--- src/pao_pkg.sv ---
// constants, field layouts and carrier types of the phase accumulator
// What this block does
// each selected-clock rising edge loads accumulator with accumulator plus buffered increment
// accumulator is 20 bits, reached as low, high and upper-nibble bytes
// increment is 16 bits held in low and high byte registers
// enabled: shadow buffer loads on second clock edge after low-byte write
// disabled: increment writes reach the shadow buffer at once
// software writes high increment byte before low increment byte
// accumulator carry is the raw output, rate is clock times increment over 2^20
// toggle mode flips the output on every overflow
// pulse mode drives output active right after overflow for the chosen width
// pulse width field selects 2^code oscillator clock periods, 1 to 128
// control bit 0 selects pulse mode; width field matters only there
// software keeps pulse width shorter than the overflow period
// polarity bit 4 inverts the output as the final stage
// a polarity change with interrupt enabled raises an interrupt
// read-only bit 5 shows the output level, also sent to peripherals
// bit 6 connects the output to its pin
// bit 7 enables the block; bits 3 to 1 read zero
// clock source field: 11 logic cell, 10 fast oscillator, 01 system, 00 pin
// overflow sets the flag; interrupt needs all four enables; software clears
// every register of the block resets to zero
// block runs in sleep; fast oscillator kept on when enabled and selected
// one overflow event per carry out of accumulator bit 19
package pao_pkg;

  // ************************************************************
  // register map, byte addresses of aligned words
  // ************************************************************
  localparam logic [7:0] OFS_CONTROL = 8'h00;
  localparam logic [7:0] OFS_CLOCK_SELECT = 8'h04;
  localparam logic [7:0] OFS_ACC_LOW = 8'h08;
  localparam logic [7:0] OFS_ACC_HIGH = 8'h0C;
  localparam logic [7:0] OFS_ACC_UPPER = 8'h10;
  localparam logic [7:0] OFS_INC_LOW = 8'h14;
  localparam logic [7:0] OFS_INC_HIGH = 8'h18;
  localparam logic [7:0] OFS_IRQ = 8'h1C;

  // ************************************************************
  // field positions
  // ************************************************************
  localparam int CTL_PFM = 0;
  localparam int CTL_POL = 4;
  localparam int CTL_OUT = 5;
  localparam int CTL_OE = 6;
  localparam int CTL_EN = 7;
  localparam int CLK_CKS_LO = 0;
  localparam int CLK_PWS_LO = 5;
  localparam int IRQ_FLAG = 0;
  localparam int IRQ_IE = 1;
  localparam int IRQ_PERIPHERAL_INTERRUPT_ENABLE = 2;
  localparam int IRQ_GIE = 3;

  localparam int ACC_W = 20;
  localparam int INC_W = 16;
  localparam int PWS_W = 3;
  localparam logic [1:0] PEND_IDLE = 2'h0;
  localparam logic [1:0] PEND_ARMED = 2'h1;
  localparam logic [1:0] PEND_ONE = 2'h2;
  localparam int unsigned CLK_HZ = 10_000_000;

  typedef enum logic [1:0] {
    PAO_SRC_PIN = 2'h0,
    PAO_SRC_SYS = 2'h1,
    PAO_SRC_FAST = 2'h2,
    PAO_SRC_CELL = 2'h3
  } pao_src_e;

  typedef struct packed {
    logic enable;
    logic pin_oe;
    logic polarity;
    logic pulse_mode;
  } pao_ctrl_s;

  typedef struct packed {
    logic [PWS_W-1:0] pulse_width;
    pao_src_e source;
  } pao_clksel_s;

  typedef struct packed {
    logic ie;
    logic peripheral_interrupt_enable;
    logic global_interrupt_enable;
  } pao_irqen_s;

endpackage

--- src/pao_core.sv ---
// phase accumulator oscillator with apb register slave
module pao_core #(
  parameter int ACC_W = pao_pkg::ACC_W,
  parameter int INC_W = pao_pkg::INC_W
) (
  input wire logic clk,
  input wire logic rst_n,
  input wire logic psel,
  input wire logic penable,
  input wire logic pwrite,
  input wire logic [7:0] paddr,
  input wire logic [31:0] pwdata,
  output logic [31:0] prdata,
  output logic pready,
  output logic pslverr,
  input wire logic external_clock_pin,
  input wire logic internal_fast_oscillator,
  input wire logic logic_cell_output,
  output logic osc_out,
  output logic osc_pin_o,
  output logic osc_pin_oe,
  output logic overflow_irq,
  output logic fast_osc_keep_on
);

  // ************************************************************
  // elaboration checks
  // ************************************************************
  if (ACC_W != 20 || INC_W != 16) begin : g_bad_width
    $error("byte register layout serves only a 20-bit accumulator");
  end

  // ************************************************************
  // register state
  // ************************************************************
  pao_pkg::pao_ctrl_s ctrl_q;
  pao_pkg::pao_clksel_s clksel_q;
  pao_pkg::pao_irqen_s irqen_q;
  logic flag_q;
  logic [ACC_W-1:0] acc_q;
  logic [INC_W-1:0] inc_q;
  logic [INC_W-1:0] shadow_q;
  logic [1:0] pend_q;
  logic src_prev_q;
  logic ovf_q;
  logic toggle_q;
  logic pulse_q;
  logic [7:0] pulse_cnt_q;
  logic level_q;

  // ************************************************************
  // apb access decode
  // ************************************************************
  logic access;
  logic wr;
  logic mapped;
  logic [7:0] wbyte;

  function automatic logic hit(input logic [7:0] a, input logic [7:0] ofs);
    hit = (a == ofs);
  endfunction

  assign access = psel && penable && pready;
  assign wr = access && pwrite && mapped;
  assign wbyte = pwdata[7:0];
  assign mapped = hit(paddr, pao_pkg::OFS_CONTROL) ||
                  hit(paddr, pao_pkg::OFS_CLOCK_SELECT) ||
                  hit(paddr, pao_pkg::OFS_ACC_LOW) ||
                  hit(paddr, pao_pkg::OFS_ACC_HIGH) ||
                  hit(paddr, pao_pkg::OFS_ACC_UPPER) ||
                  hit(paddr, pao_pkg::OFS_INC_LOW) ||
                  hit(paddr, pao_pkg::OFS_INC_HIGH) ||
                  hit(paddr, pao_pkg::OFS_IRQ);

  logic [7:0] rbyte;
  logic [23:0] acc_ext;
  assign acc_ext = 24'(acc_q);

  always_comb begin
    rbyte = 8'h00;
    case (paddr)
      pao_pkg::OFS_CONTROL: begin
        // bits 3..1 left at zero
        rbyte[pao_pkg::CTL_EN] = ctrl_q.enable;
        rbyte[pao_pkg::CTL_OE] = ctrl_q.pin_oe;
        rbyte[pao_pkg::CTL_OUT] = level_q;
        rbyte[pao_pkg::CTL_POL] = ctrl_q.polarity;
        rbyte[pao_pkg::CTL_PFM] = ctrl_q.pulse_mode;
      end
      pao_pkg::OFS_CLOCK_SELECT: begin
        rbyte[pao_pkg::CLK_PWS_LO +: pao_pkg::PWS_W] = clksel_q.pulse_width;
        rbyte[pao_pkg::CLK_CKS_LO +: 2] = clksel_q.source;
      end
      pao_pkg::OFS_ACC_LOW: rbyte = acc_ext[7:0];
      pao_pkg::OFS_ACC_HIGH: rbyte = acc_ext[15:8];
      pao_pkg::OFS_ACC_UPPER: rbyte = {4'h0, acc_ext[19:16]};
      pao_pkg::OFS_INC_LOW: rbyte = inc_q[7:0];
      pao_pkg::OFS_INC_HIGH: rbyte = inc_q[15:8];
      pao_pkg::OFS_IRQ: begin
        rbyte[pao_pkg::IRQ_FLAG] = flag_q;
        rbyte[pao_pkg::IRQ_IE] = irqen_q.ie;
        rbyte[pao_pkg::IRQ_PERIPHERAL_INTERRUPT_ENABLE] = irqen_q.peripheral_interrupt_enable;
        rbyte[pao_pkg::IRQ_GIE] = irqen_q.global_interrupt_enable;
      end
      default: rbyte = 8'h00;
    endcase
  end

  // one wait state: pready rises in the second access cycle
  always_ff @(posedge clk or negedge rst_n) begin
    if (!rst_n) begin
      pready <= 1'b0;
      prdata <= 32'h0000_0000;
      pslverr <= 1'b0;
    end else begin
      pready <= psel && penable && !pready;
      prdata <= {24'h00_0000, rbyte};
      pslverr <= psel && penable && !pready && !mapped;
    end
  end

  // ************************************************************
  // control registers
  // ************************************************************
  logic pol_flip;
  assign pol_flip = wr && hit(paddr, pao_pkg::OFS_CONTROL) &&
                    (wbyte[pao_pkg::CTL_POL] != ctrl_q.polarity);

  always_ff @(posedge clk or negedge rst_n) begin
    if (!rst_n) begin
      ctrl_q <= '0;
      clksel_q <= '0;
      irqen_q <= '0;
    end else if (wr) begin
      if (hit(paddr, pao_pkg::OFS_CONTROL)) begin
        ctrl_q.enable <= wbyte[pao_pkg::CTL_EN];
        ctrl_q.pin_oe <= wbyte[pao_pkg::CTL_OE];
        ctrl_q.polarity <= wbyte[pao_pkg::CTL_POL];
        ctrl_q.pulse_mode <= wbyte[pao_pkg::CTL_PFM];
      end
      if (hit(paddr, pao_pkg::OFS_CLOCK_SELECT)) begin
        clksel_q.pulse_width <=
          wbyte[pao_pkg::CLK_PWS_LO +: pao_pkg::PWS_W];
        clksel_q.source <=
          pao_pkg::pao_src_e'(wbyte[pao_pkg::CLK_CKS_LO +: 2]);
      end
      if (hit(paddr, pao_pkg::OFS_IRQ)) begin
        irqen_q.ie <= wbyte[pao_pkg::IRQ_IE];
        irqen_q.peripheral_interrupt_enable <= wbyte[pao_pkg::IRQ_PERIPHERAL_INTERRUPT_ENABLE];
        irqen_q.global_interrupt_enable <= wbyte[pao_pkg::IRQ_GIE];
      end
    end
  end

  // ************************************************************
  // oscillator clock selection
  // ************************************************************
  logic src_level;
  logic tick;

  always_comb begin
    case (clksel_q.source)
      pao_pkg::PAO_SRC_PIN: src_level = external_clock_pin;
      pao_pkg::PAO_SRC_FAST: src_level = internal_fast_oscillator;
      pao_pkg::PAO_SRC_CELL: src_level = logic_cell_output;
      default: src_level = 1'b0;
    endcase
  end

  always_ff @(posedge clk or negedge rst_n) begin
    if (!rst_n) begin
      src_prev_q <= 1'b0;
    end else begin
      src_prev_q <= src_level;
    end
  end

  // system clock source advances on every edge; others on a sampled rise
  assign tick = ctrl_q.enable &&
                ((clksel_q.source == pao_pkg::PAO_SRC_SYS) ||
                 (src_level && !src_prev_q));

  // ************************************************************
  // increment and shadow buffer
  // ************************************************************
  logic inc_lo_wr;
  logic inc_hi_wr;
  assign inc_lo_wr = wr && hit(paddr, pao_pkg::OFS_INC_LOW);
  assign inc_hi_wr = wr && hit(paddr, pao_pkg::OFS_INC_HIGH);

  always_ff @(posedge clk or negedge rst_n) begin
    if (!rst_n) begin
      inc_q <= '0;
    end else begin
      if (inc_lo_wr) begin
        inc_q[7:0] <= wbyte;
      end
      if (inc_hi_wr) begin
        inc_q[15:8] <= wbyte;
      end
    end
  end

  // high byte must already be in place when the low byte arms the load
  always_ff @(posedge clk or negedge rst_n) begin
    if (!rst_n) begin
      pend_q <= pao_pkg::PEND_IDLE;
      shadow_q <= '0;
    end else if (!ctrl_q.enable) begin
      pend_q <= pao_pkg::PEND_IDLE;
      shadow_q <= inc_q;
    end else if (inc_lo_wr) begin
      pend_q <= pao_pkg::PEND_ARMED;
    end else if (tick && pend_q == pao_pkg::PEND_ARMED) begin
      pend_q <= pao_pkg::PEND_ONE;
    end else if (tick && pend_q == pao_pkg::PEND_ONE) begin
      pend_q <= pao_pkg::PEND_IDLE;
      shadow_q <= inc_q;
    end
  end

  // ************************************************************
  // accumulator
  // ************************************************************
  logic [ACC_W:0] sum;
  assign sum = {1'b0, acc_q} + {{(ACC_W + 1 - INC_W){1'b0}}, shadow_q};

  always_ff @(posedge clk or negedge rst_n) begin
    if (!rst_n) begin
      acc_q <= '0;
      ovf_q <= 1'b0;
    end else begin
      ovf_q <= tick && sum[ACC_W];
      if (wr && hit(paddr, pao_pkg::OFS_ACC_LOW)) begin
        acc_q[7:0] <= wbyte;
      end else if (wr && hit(paddr, pao_pkg::OFS_ACC_HIGH)) begin
        acc_q[15:8] <= wbyte;
      end else if (wr && hit(paddr, pao_pkg::OFS_ACC_UPPER)) begin
        acc_q[19:16] <= wbyte[3:0];
      end else if (tick) begin
        acc_q <= sum[ACC_W-1:0];
      end
    end
  end

  // ************************************************************
  // output shaping
  // ************************************************************
  logic carry;
  logic [7:0] width_m1;
  assign carry = tick && sum[ACC_W];
  assign width_m1 = 8'((9'h001 << clksel_q.pulse_width) - 9'h001);

  always_ff @(posedge clk or negedge rst_n) begin
    if (!rst_n) begin
      toggle_q <= 1'b0;
    end else if (!ctrl_q.enable) begin
      toggle_q <= 1'b0;
    end else if (carry) begin
      toggle_q <= !toggle_q;
    end
  end

  // width counted in oscillator clock periods, not system clocks
  always_ff @(posedge clk or negedge rst_n) begin
    if (!rst_n) begin
      pulse_q <= 1'b0;
      pulse_cnt_q <= 8'h00;
    end else if (!ctrl_q.enable) begin
      pulse_q <= 1'b0;
      pulse_cnt_q <= 8'h00;
    end else if (carry) begin
      pulse_q <= 1'b1;
      pulse_cnt_q <= width_m1;
    end else if (tick && pulse_q) begin
      if (pulse_cnt_q == 8'h00) begin
        pulse_q <= 1'b0;
      end else begin
        pulse_cnt_q <= pulse_cnt_q - 8'h01;
      end
    end
  end

  logic level_d;
  assign level_d = (ctrl_q.pulse_mode ? pulse_q : toggle_q) ^
                   ctrl_q.polarity;

  always_ff @(posedge clk or negedge rst_n) begin
    if (!rst_n) begin
      level_q <= 1'b0;
      osc_out <= 1'b0;
      osc_pin_o <= 1'b0;
      osc_pin_oe <= 1'b0;
      fast_osc_keep_on <= 1'b0;
    end else begin
      level_q <= level_d;
      osc_out <= level_d;
      osc_pin_o <= level_d;
      osc_pin_oe <= ctrl_q.pin_oe;
      fast_osc_keep_on <= ctrl_q.enable &&
        (clksel_q.source == pao_pkg::PAO_SRC_FAST);
    end
  end

  // ************************************************************
  // overflow flag and interrupt
  // ************************************************************
  logic flag_clr;
  logic flag_set;
  assign flag_clr = wr && hit(paddr, pao_pkg::OFS_IRQ) &&
                    wbyte[pao_pkg::IRQ_FLAG];
  assign flag_set = ovf_q || (pol_flip && irqen_q.ie);

  always_ff @(posedge clk or negedge rst_n) begin
    if (!rst_n) begin
      flag_q <= 1'b0;
      overflow_irq <= 1'b0;
    end else begin
      if (flag_set) begin
        flag_q <= 1'b1;
      end else if (flag_clr) begin
        flag_q <= 1'b0;
      end
      overflow_irq <= flag_q && ctrl_q.enable && irqen_q.ie &&
                      irqen_q.peripheral_interrupt_enable && irqen_q.global_interrupt_enable;
    end
  end
endmodule

--- config.mk ---
export PLATFORM = sky130hd
export DESIGN_NAME = pao_core
export DESIGN_NICKNAME = d
export VERILOG_FILES = /design/src/pao_pkg.sv /design/src/pao_core.sv
export SDC_FILE = /design/constraint.sdc
export NUM_CORES = 1
export LEC_CHECK = 0
export ABC_AREA = 1
export BUFFER_PORTS_ARGS = -buffer_cell sky130_fd_sc_hd__buf_2
export CAP_MARGIN = 20
export CORE_UTILIZATION = 30
export DETAILED_ROUTE_END_ITERATION = 10
export HOLD_SLACK_MARGIN = 0.1
export PLACE_DENSITY = 0.58
export REMOVE_ABC_BUFFERS = 1
export SETUP_SLACK_MARGIN = 0.4
export SKIP_LAST_GASP = 1
export SLEW_MARGIN = 20
export SYNTH_ARGS = -nofsm -noshare
export SYNTH_HDL_FRONTEND = slang
export SYNTH_SLANG_ARGS = --single-unit
--- constraint.sdc ---
create_clock -name clk -period 7.4 [get_ports clk]
set_clock_uncertainty 0.15 [all_clocks]
set_input_delay 0.74 -clock clk [delete_from_list [all_inputs] [get_ports clk]]
set_output_delay 0.74 -clock clk [all_outputs]
set_load 0.02 [all_outputs]
==> Word level (Yosys, flattened, before mapping) <==
Cells that the tools add are included.
{ "op_classes": {"add_sub_neg": 3, "eq_ne": 24, "shift": 1, "muxes": 33, "bitwise_logic": 3, "n_reduce_logical": 56} }
{ "op_table": {"columns": ["cell", "n"], "rows": [
  ["$mux 16", 5],
  ["$mux 8", 7],
  ["$eq 8x5->1 const B", 4],
  ["$logic_and 1x1->1", 27],
  ["$add 20x16->21", 1],
  ["$mux 20", 1],
  ["$pmux 3 s6", 1],
  ["$eq 8x4->1 const B", 2],
  ["$logic_not 8->1", 2],
  ["$sub 8x1->8 const B", 2],
  ["$pmux 2 s6", 1],
  ["$reduce_and 3->1", 4],
  ["$ne 2x2->1 const B", 5],
  ["$reduce_and 2->1", 5],
  ["$logic_or 1x1->1", 9],
  ["$mux 1", 9],
  ["$eq 8x3->1 const B", 1],
  ["$mux 2", 4],
  ["$pmux 1 s8", 1],
  ["$reduce_bool 2->1", 4],
  ["$shl 1x3->8 const A", 1],
  ["$pmux 1 s7", 1],
  ["$eq 2x2->1 const B", 3],
  ["$ne 3x1->1 const B", 2],
  ["other kinds (12)", 18]
]} }
{ "totals": {"regBits": 93, "inputBits": 48, "output_inout_bits": 39, "wordCells": 149} }

==> Logic depth before layout (Yosys ltp) <==
{ "logic_depth": {"depth_word": 14, "mapped_depth": 20, "mapped_depth_nobuf": 19} }

==> Worst setup path after synthesis <==
No wires, ideal clock.
{ "synth_timing": {"path_type": "register to register", "start": "reg acc_q[0]", "end": "reg pulse_cnt_q[6]", "setup_time_ns": 0.118, "arrival_time_ns": 2.410, "setup_slack_ns": 4.722, "stages_incl_launch_ff": 21, "n_path_buf": 1, "period_less_slack_ns": 2.678, "path_cell_list": "dfrtp_1 ha_1 fa_1 nand2_1 nand2_1 nand3_1 nand2_1 nand2_2 nand2_4 nand2_2 buf_6 nand2_2 o21ai_2 inv_1 ha_1 nand2_1 nor2_2 nand2_1 nand2_1 nand3_1 nand2_1"} }
{ "synth_via": {"elab_chain_cells": 4} }
{ "synth_rtl": {"columns": ["element", "line_no", "rtl"], "rows": [
  ["from (decl)", "pao_core.sv:40", "logic [ACC_W-1:0] acc_q;"],
  ["from (signal assigned)", "pao_core.sv:235", "acc_q[7:0] <= wbyte;"],
  ["from (signal assigned)", "pao_core.sv:241", "acc_q <= sum[ACC_W-1:0];"],
  ["$add 20x16->21 (*)", "pao_core.sv:226", "assign sum = {1'b0, acc_q} + {{(ACC_W + 1 - INC_W){1'b0}}, shadow_q};"],
  ["$logic_and 1x1->1 (*)", "pao_core.sv:251", "assign carry = tick && sum[ACC_W];"],
  ["$ne 3x3->1 (no source line) (tied with other cells)", null, null],
  ["$reduce_and 2->1 (no source line) or $mux 8 (tied branches)", null, null],
  ["to (signal assigned)", "pao_core.sv:274", "pulse_cnt_q <= width_m1;"],
  ["to (signal assigned)", "pao_core.sv:279", "pulse_cnt_q <= pulse_cnt_q - 8'h01;"],
  ["to (decl)", "pao_core.sv:48", "logic [7:0] pulse_cnt_q;"]
]} }
Mark *: on every way between the ends. The rest lies on a longest branch, timed or not.
A chain may end at the register's enable or synchronous reset.

==> Final worst setup path <==
{ "layout_timing": {"start": "reg acc_q[0]", "end": "reg pulse_cnt_q[4]"} }
Same word-level chain as after synthesis.

==> impl_results.html <==
<table>
<tr><th>Metric</th><th>Value</th></tr>
<tr><th colspan="2">Timing</th></tr>
<tr><td>Endpoints failing hold</td><td>0</td></tr>
<tr><td>Tmin final</td><td>3170 ps</td></tr>
<tr><td>Count of pins over their slew limit</td><td>0</td></tr>
<tr><td>TNS Setup</td><td>0 ps</td></tr>
<tr><td>Post-layout worst setup margin</td><td>4230 ps</td></tr>
<tr><td>Relative slew slack</td><td>48.5%</td></tr>
<tr><td># setup viols final</td><td>0</td></tr>
<tr><td>Worst-Margin Slew</td><td>772 ps</td></tr>
<tr><td>Portion of the clock cycle consumed by the worst path in the final layout</td><td>42.8%</td></tr>
<tr><td>Setup repair after global routing missed its margin</td><td>false</td></tr>
<tr><td>Peak clock frequency supported by timing</td><td>316 MHz</td></tr>
<tr><th colspan="2">Floorplan</th></tr>
<tr><td>CORE AREA</td><td>18200 sq um</td></tr>
<tr><td>Standard-cell rows</td><td>49</td></tr>
<tr><td>I/O pin count</td><td>87</td></tr>
<tr><td>Die span in x</td><td>139 um</td></tr>
<tr><td>Die Y</td><td>139 um</td></tr>
<tr><td>Total Die Area</td><td>19400 sq um</td></tr>
<tr><td>Initial Util</td><td>31.0%</td></tr>
<tr><th colspan="2">Clock tree</th></tr>
<tr><td>Number of buffers created by CTS</td><td>9</td></tr>
<tr><td>Clock slew seen by the registers of the worst setup and hold paths</td><td>70 ps</td></tr>
<tr><td>Hold bufs inserted after CTS</td><td>0</td></tr>
<tr><td>Maximum buffer depth of the clock tree</td><td>2</td></tr>
<tr><td>Later-pin clock latency in the skew report</td><td>350 ps</td></tr>
<tr><td>Maximum level of the CTS H-tree</td><td>3</td></tr>
<tr><td>Clock tree from TritonCTS</td><td>yes</td></tr>
<tr><td>Root buf cell</td><td>sky130_fd_sc_hd__clkbuf_16</td></tr>
<tr><td>Clk sinks</td><td>93</td></tr>
<tr><td>Number of gates resized after cts</td><td>0</td></tr>
<tr><td>Postcts setup bufs</td><td>0</td></tr>
<tr><th colspan="2">Pwr</th></tr>
<tr><td>Leakage Power</td><td>3.36 nW</td></tr>
<tr><td>Pwr/cell area</td><td>178 nW/um^2</td></tr>
<tr><td>Peak supply drop</td><td>0.101 mV</td></tr>
<tr><th colspan="2">Global routing</th></tr>
<tr><td>Global routing usage on met1</td><td>22.6%</td></tr>
<tr><td>Met2 track demand over resource in global routing</td><td>25.6%</td></tr>
<tr><td>Maximum number of pins on one net before global-route repair</td><td>53</td></tr>
<tr><td>Number of antenna violations at the first check in global routing</td><td>0</td></tr>
<tr><td>Overall track demand over capacity in global routing</td><td>16.7%</td></tr>
<tr><td>Met3 track demand over resource in global routing</td><td>4.09%</td></tr>
<tr><td>Overflow left after global routing</td><td>0</td></tr>
<tr><td>Gr busiest metal</td><td>met2</td></tr>
<tr><td>Wire length of the first global-routing pass</td><td>25000 um</td></tr>
<tr><td>Vias in the first global route</td><td>4593</td></tr>
<tr><th colspan="2">Critical path</th></tr>
<tr><td>Setup crit start</td><td>acc_q[0]</td></tr>
<tr><td>CP required</td><td>7480 ps</td></tr>
<tr><td>R2r endpoint</td><td>pulse_cnt_q[4]</td></tr>
<tr><td>Maximum fanout encountered on the critical timing path</td><td>12</td></tr>
<tr><td>Critical R2R Launch</td><td>acc_q[0]</td></tr>
<tr><td>Crit Path Class</td><td>register to register</td></tr>
<tr><td>Critical Path Start Type</td><td>register</td></tr>
<tr><td>Data arrival time of the critical path</td><td>3250 ps</td></tr>
<tr><td>Worst R2R Path Depth</td><td>17</td></tr>
<tr><td>Kind of end point of the critical path</td><td>register</td></tr>
<tr><td>Register-to-register setup slack</td><td>4230 ps</td></tr>
<tr><td>Worst setup endpoint</td><td>pulse_cnt_q[4]</td></tr>
<tr><th colspan="2">Routing</th></tr>
<tr><td>Via density per instance</td><td>4.86</td></tr>
<tr><td>Via count of the routed design</td><td>4942</td></tr>
<tr><td>Number of remaining DRC errors</td><td>6</td></tr>
<tr><td>1st-iter DRT viols</td><td>452</td></tr>
<tr><td>Routed wire length</td><td>15500 um</td></tr>
<tr><td>Drt wl/cell</td><td>15.2 um</td></tr>
<tr><td>Pre-Repair DR Iteration Count</td><td>8</td></tr>
<tr><td>Remaining antenna violation count after routing</td><td>0</td></tr>
<tr><th colspan="2">Logic synthesis</th></tr>
<tr><td>Synth Flop Type</td><td>sky130_fd_sc_hd__dfrtp_1</td></tr>
<tr><td>Largest cells by area after synthesis</td><td>sky130_fd_sc_hd__dfrtp_1 (41%), sky130_fd_sc_hd__nand2_1 (16%), sky130_fd_sc_hd__nand3_1 (5.1%), sky130_fd_sc_hd__o21ai_0 (5.0%), sky130_fd_sc_hd__inv_1 (4.7%)</td></tr>
<tr><td>Synthesized area per cell</td><td>7.60 sq um</td></tr>
<tr><td>Netlist area before placement</td><td>5650 sq um</td></tr>
<tr><td>Count of different cell masters after synthesis</td><td>48</td></tr>
<tr><td>Proportion of netlist area held by the largest area contributor</td><td>41.2%</td></tr>
<tr><td>Cell taking the most area after synthesis</td><td>sky130_fd_sc_hd__dfrtp_1</td></tr>
<tr><td>Leading cell type by number of instances after synthesis</td><td>sky130_fd_sc_hd__nand2_1</td></tr>
<tr><td>Number of warnings printed during yosys synthesis</td><td>0</td></tr>
<tr><td>Flip-flop and latch count after synthesis</td><td>93</td></tr>
<tr><td>Async SR Flop Fraction</td><td>100%</td></tr>
<tr><td>Synth top cells by count</td><td>sky130_fd_sc_hd__nand2_1 (238), sky130_fd_sc_hd__dfrtp_1 (93), sky130_fd_sc_hd__inv_1 (71), sky130_fd_sc_hd__nand3_1 (58), sky130_fd_sc_hd__o21ai_0 (56)</td></tr>
<tr><td>Post-synthesis sequential area ratio</td><td>41.2%</td></tr>
<tr><td>EDFF count, synth</td><td>0</td></tr>
<tr><td>Cells after Synth</td><td>743</td></tr>
<tr><th colspan="2">Worst hold path</th></tr>
<tr><td>Class of the tightest hold or removal check</td><td>primary input to asynchronous set/reset pin</td></tr>
<tr><th colspan="2">Final layout</th></tr>
<tr><td>Post-layout nets</td><td>849</td></tr>
<tr><td>Footprint of the multi-input gates</td><td>2830 sq um</td></tr>
<tr><td>Area added between synthesis and finish</td><td>12.3%</td></tr>
<tr><td>Share of final-layout standard cells stronger than drive strength 1</td><td>13.8%</td></tr>
<tr><td>Area used by sequential logic in the layout</td><td>2330 sq um</td></tr>
<tr><td>Post-route cell area</td><td>6340 sq um</td></tr>
<tr><td>Number of filler instances in the final layout</td><td>1908</td></tr>
<tr><td>Count of antenna diodes in the layout</td><td>0</td></tr>
<tr><td>Finished Core Util</td><td>34.8%</td></tr>
<tr><th colspan="2">Placed design</th></tr>
<tr><td>Number of buffer cells added on primary ports</td><td>38</td></tr>
<tr><td>Worst slack after detailed placement</td><td>4160 ps</td></tr>
<tr><td>Routability congestion estimate from global placement</td><td>0.872</td></tr>
<tr><td>Placed inst area</td><td>5990 sq um</td></tr>
<tr><td>HPWL after DPL</td><td>11800 um</td></tr>
<tr><th colspan="2">Outcome</th></tr>
<tr><td>Failing checks</td><td>design-rule violations</td></tr>
<tr><td>Outcome</td><td>finished with violations</td></tr>
<tr><th colspan="2">Job</th></tr>
<tr><td># Max-Cap Violations</td><td>0</td></tr>
</table>
-- worst max-delay path, cell delays in order (launching register included) --
cell and delay, ps:
sky130_fd_sc_hd__dfrtp_1 410, sky130_fd_sc_hd__ha_1 280, sky130_fd_sc_hd__fa_1 390, sky130_fd_sc_hd__nand2_1 90, sky130_fd_sc_hd__nand2_1 80, sky130_fd_sc_hd__nand3_1 150
sky130_fd_sc_hd__nand2_1 140, sky130_fd_sc_hd__nand2_2 120, sky130_fd_sc_hd__nand2_4 130, sky130_fd_sc_hd__nand2_2 250, sky130_fd_sc_hd__nand2_2 70, sky130_fd_sc_hd__o21ai_2 110
sky130_fd_sc_hd__inv_1 80, sky130_fd_sc_hd__ha_1 210, sky130_fd_sc_hd__nand2_1 120, sky130_fd_sc_hd__o21ai_0 90, sky130_fd_sc_hd__nand3_1 80, sky130_fd_sc_hd__o21ai_0 80
-- sequential cells by signal, summed over array words and instances (netlist names) --
| register | cells |
|---|---|
| acc_q | 20 |
| clksel_q | 5 |
| ctrl_q | 4 |
| fast_osc_keep_on | 1 |
| flag_q | 1 |
| inc_q | 16 |
| irqen_q | 3 |
| level_q | 1 |
| osc_pin_oe | 1 |
| overflow_irq | 1 |
| ovf_q | 1 |
| pend_q | 2 |
| prdata | 8 |
| pready | 1 |
| pslverr | 1 |
| pulse_cnt_q | 8 |
| pulse_q | 1 |
| shadow_q | 16 |
| src_prev_q | 1 |
| toggle_q | 1 |
-- worst min path at each step --
stage	to	slack, ps	cells after the start
finish	shadow_q[12]	220	1
global route	shadow_q[12]	260	1
CTS	shadow_q[12]	240	1
detailed placement	osc_pin_oe	250	0
global placement	osc_pin_oe	250	0
floorplan	osc_pin_oe	220	0
-- area by class of cell --
cell class	count	area share (%)
repair buffers	40	3.27
flip-flops and latches	93	36.7
clock buffers	11	3.99
multi-input cells	552	44.6
well taps	229	4.52
clock inverters	5	1.64
inverters	87	5.25
-- layer usage --
metal / share of wire, % / vias to the layer above / wire, um
li1: - / 2450 / -
met1: 48 / 2327 / 7360
met2: 45 / 143 / 6890
met3: 6.0 / 22 / 924
met4: 2.0 / 0 / 306
met5: 0 / - / 0
-- report_power, final --
| part | total, W | switching [W] | internal [W] |
|---|---|---|---|
| Clock | 0.000555 | 0.000205 | 0.000349 |
| Combinational | 0.0000627 | 0.0000480 | 0.0000147 |
| Sequential | 0.000514 | 0.00000264 | 0.000511 |
| Total | 0.00113 | 0.000256 | 0.000875 |
-- placed cells by master (no fill, tap or decap), types with 5 or more instances in the layout --
cell type and instances:
sky130_fd_sc_hd__a21oi_1 20, sky130_fd_sc_hd__a221oi_1 8, sky130_fd_sc_hd__buf_2 37, sky130_fd_sc_hd__clkbuf_16 9
sky130_fd_sc_hd__conb_1 24, sky130_fd_sc_hd__dfrtp_1 93, sky130_fd_sc_hd__ha_1 17, sky130_fd_sc_hd__inv_1 71
sky130_fd_sc_hd__inv_2 13, sky130_fd_sc_hd__nand2_1 238, sky130_fd_sc_hd__nand2_2 11, sky130_fd_sc_hd__nand2_4 5
sky130_fd_sc_hd__nand3_1 58, sky130_fd_sc_hd__nor2_1 29, sky130_fd_sc_hd__nor2_2 7, sky130_fd_sc_hd__nor2_4 5
sky130_fd_sc_hd__o21ai_0 56, sky130_fd_sc_hd__o21ai_1 15, sky130_fd_sc_hd__xnor2_1 5, sky130_fd_sc_hd__xor2_1 8
-- metrics by stage --
| step | instances | total power (W) | hold slack [ps] |
|---|---|---|---|
| floorplan | 732 | 0.000557 | 224 |
| global placement | 1001 | 0.000586 | 249 |
| detailed placement | 1001 | 0.000587 | 250 |
| CTS | 1017 | 0.00114 | 241 |
| global route | 1017 | 0.00117 | 262 |
| finish | 1017 | 0.00113 | 219 |
-- kinds of logic (layout without fill, tap and decap cells) --
kind of cell,after synthesis,in the layout,synth area share [%]
AND/OR/NAND/NOR,372,372,29.5
flip-flops,93,93,41.2
AO/OA/AOI/OAI,125,125,12.9
buffers and inverters,121,143,10.2
adder cells (fa/ha/maj),18,18,4.12
other,1,24,0.0664
XOR/XNOR,13,13,2.02
Power figures use the tool's default switching activity.
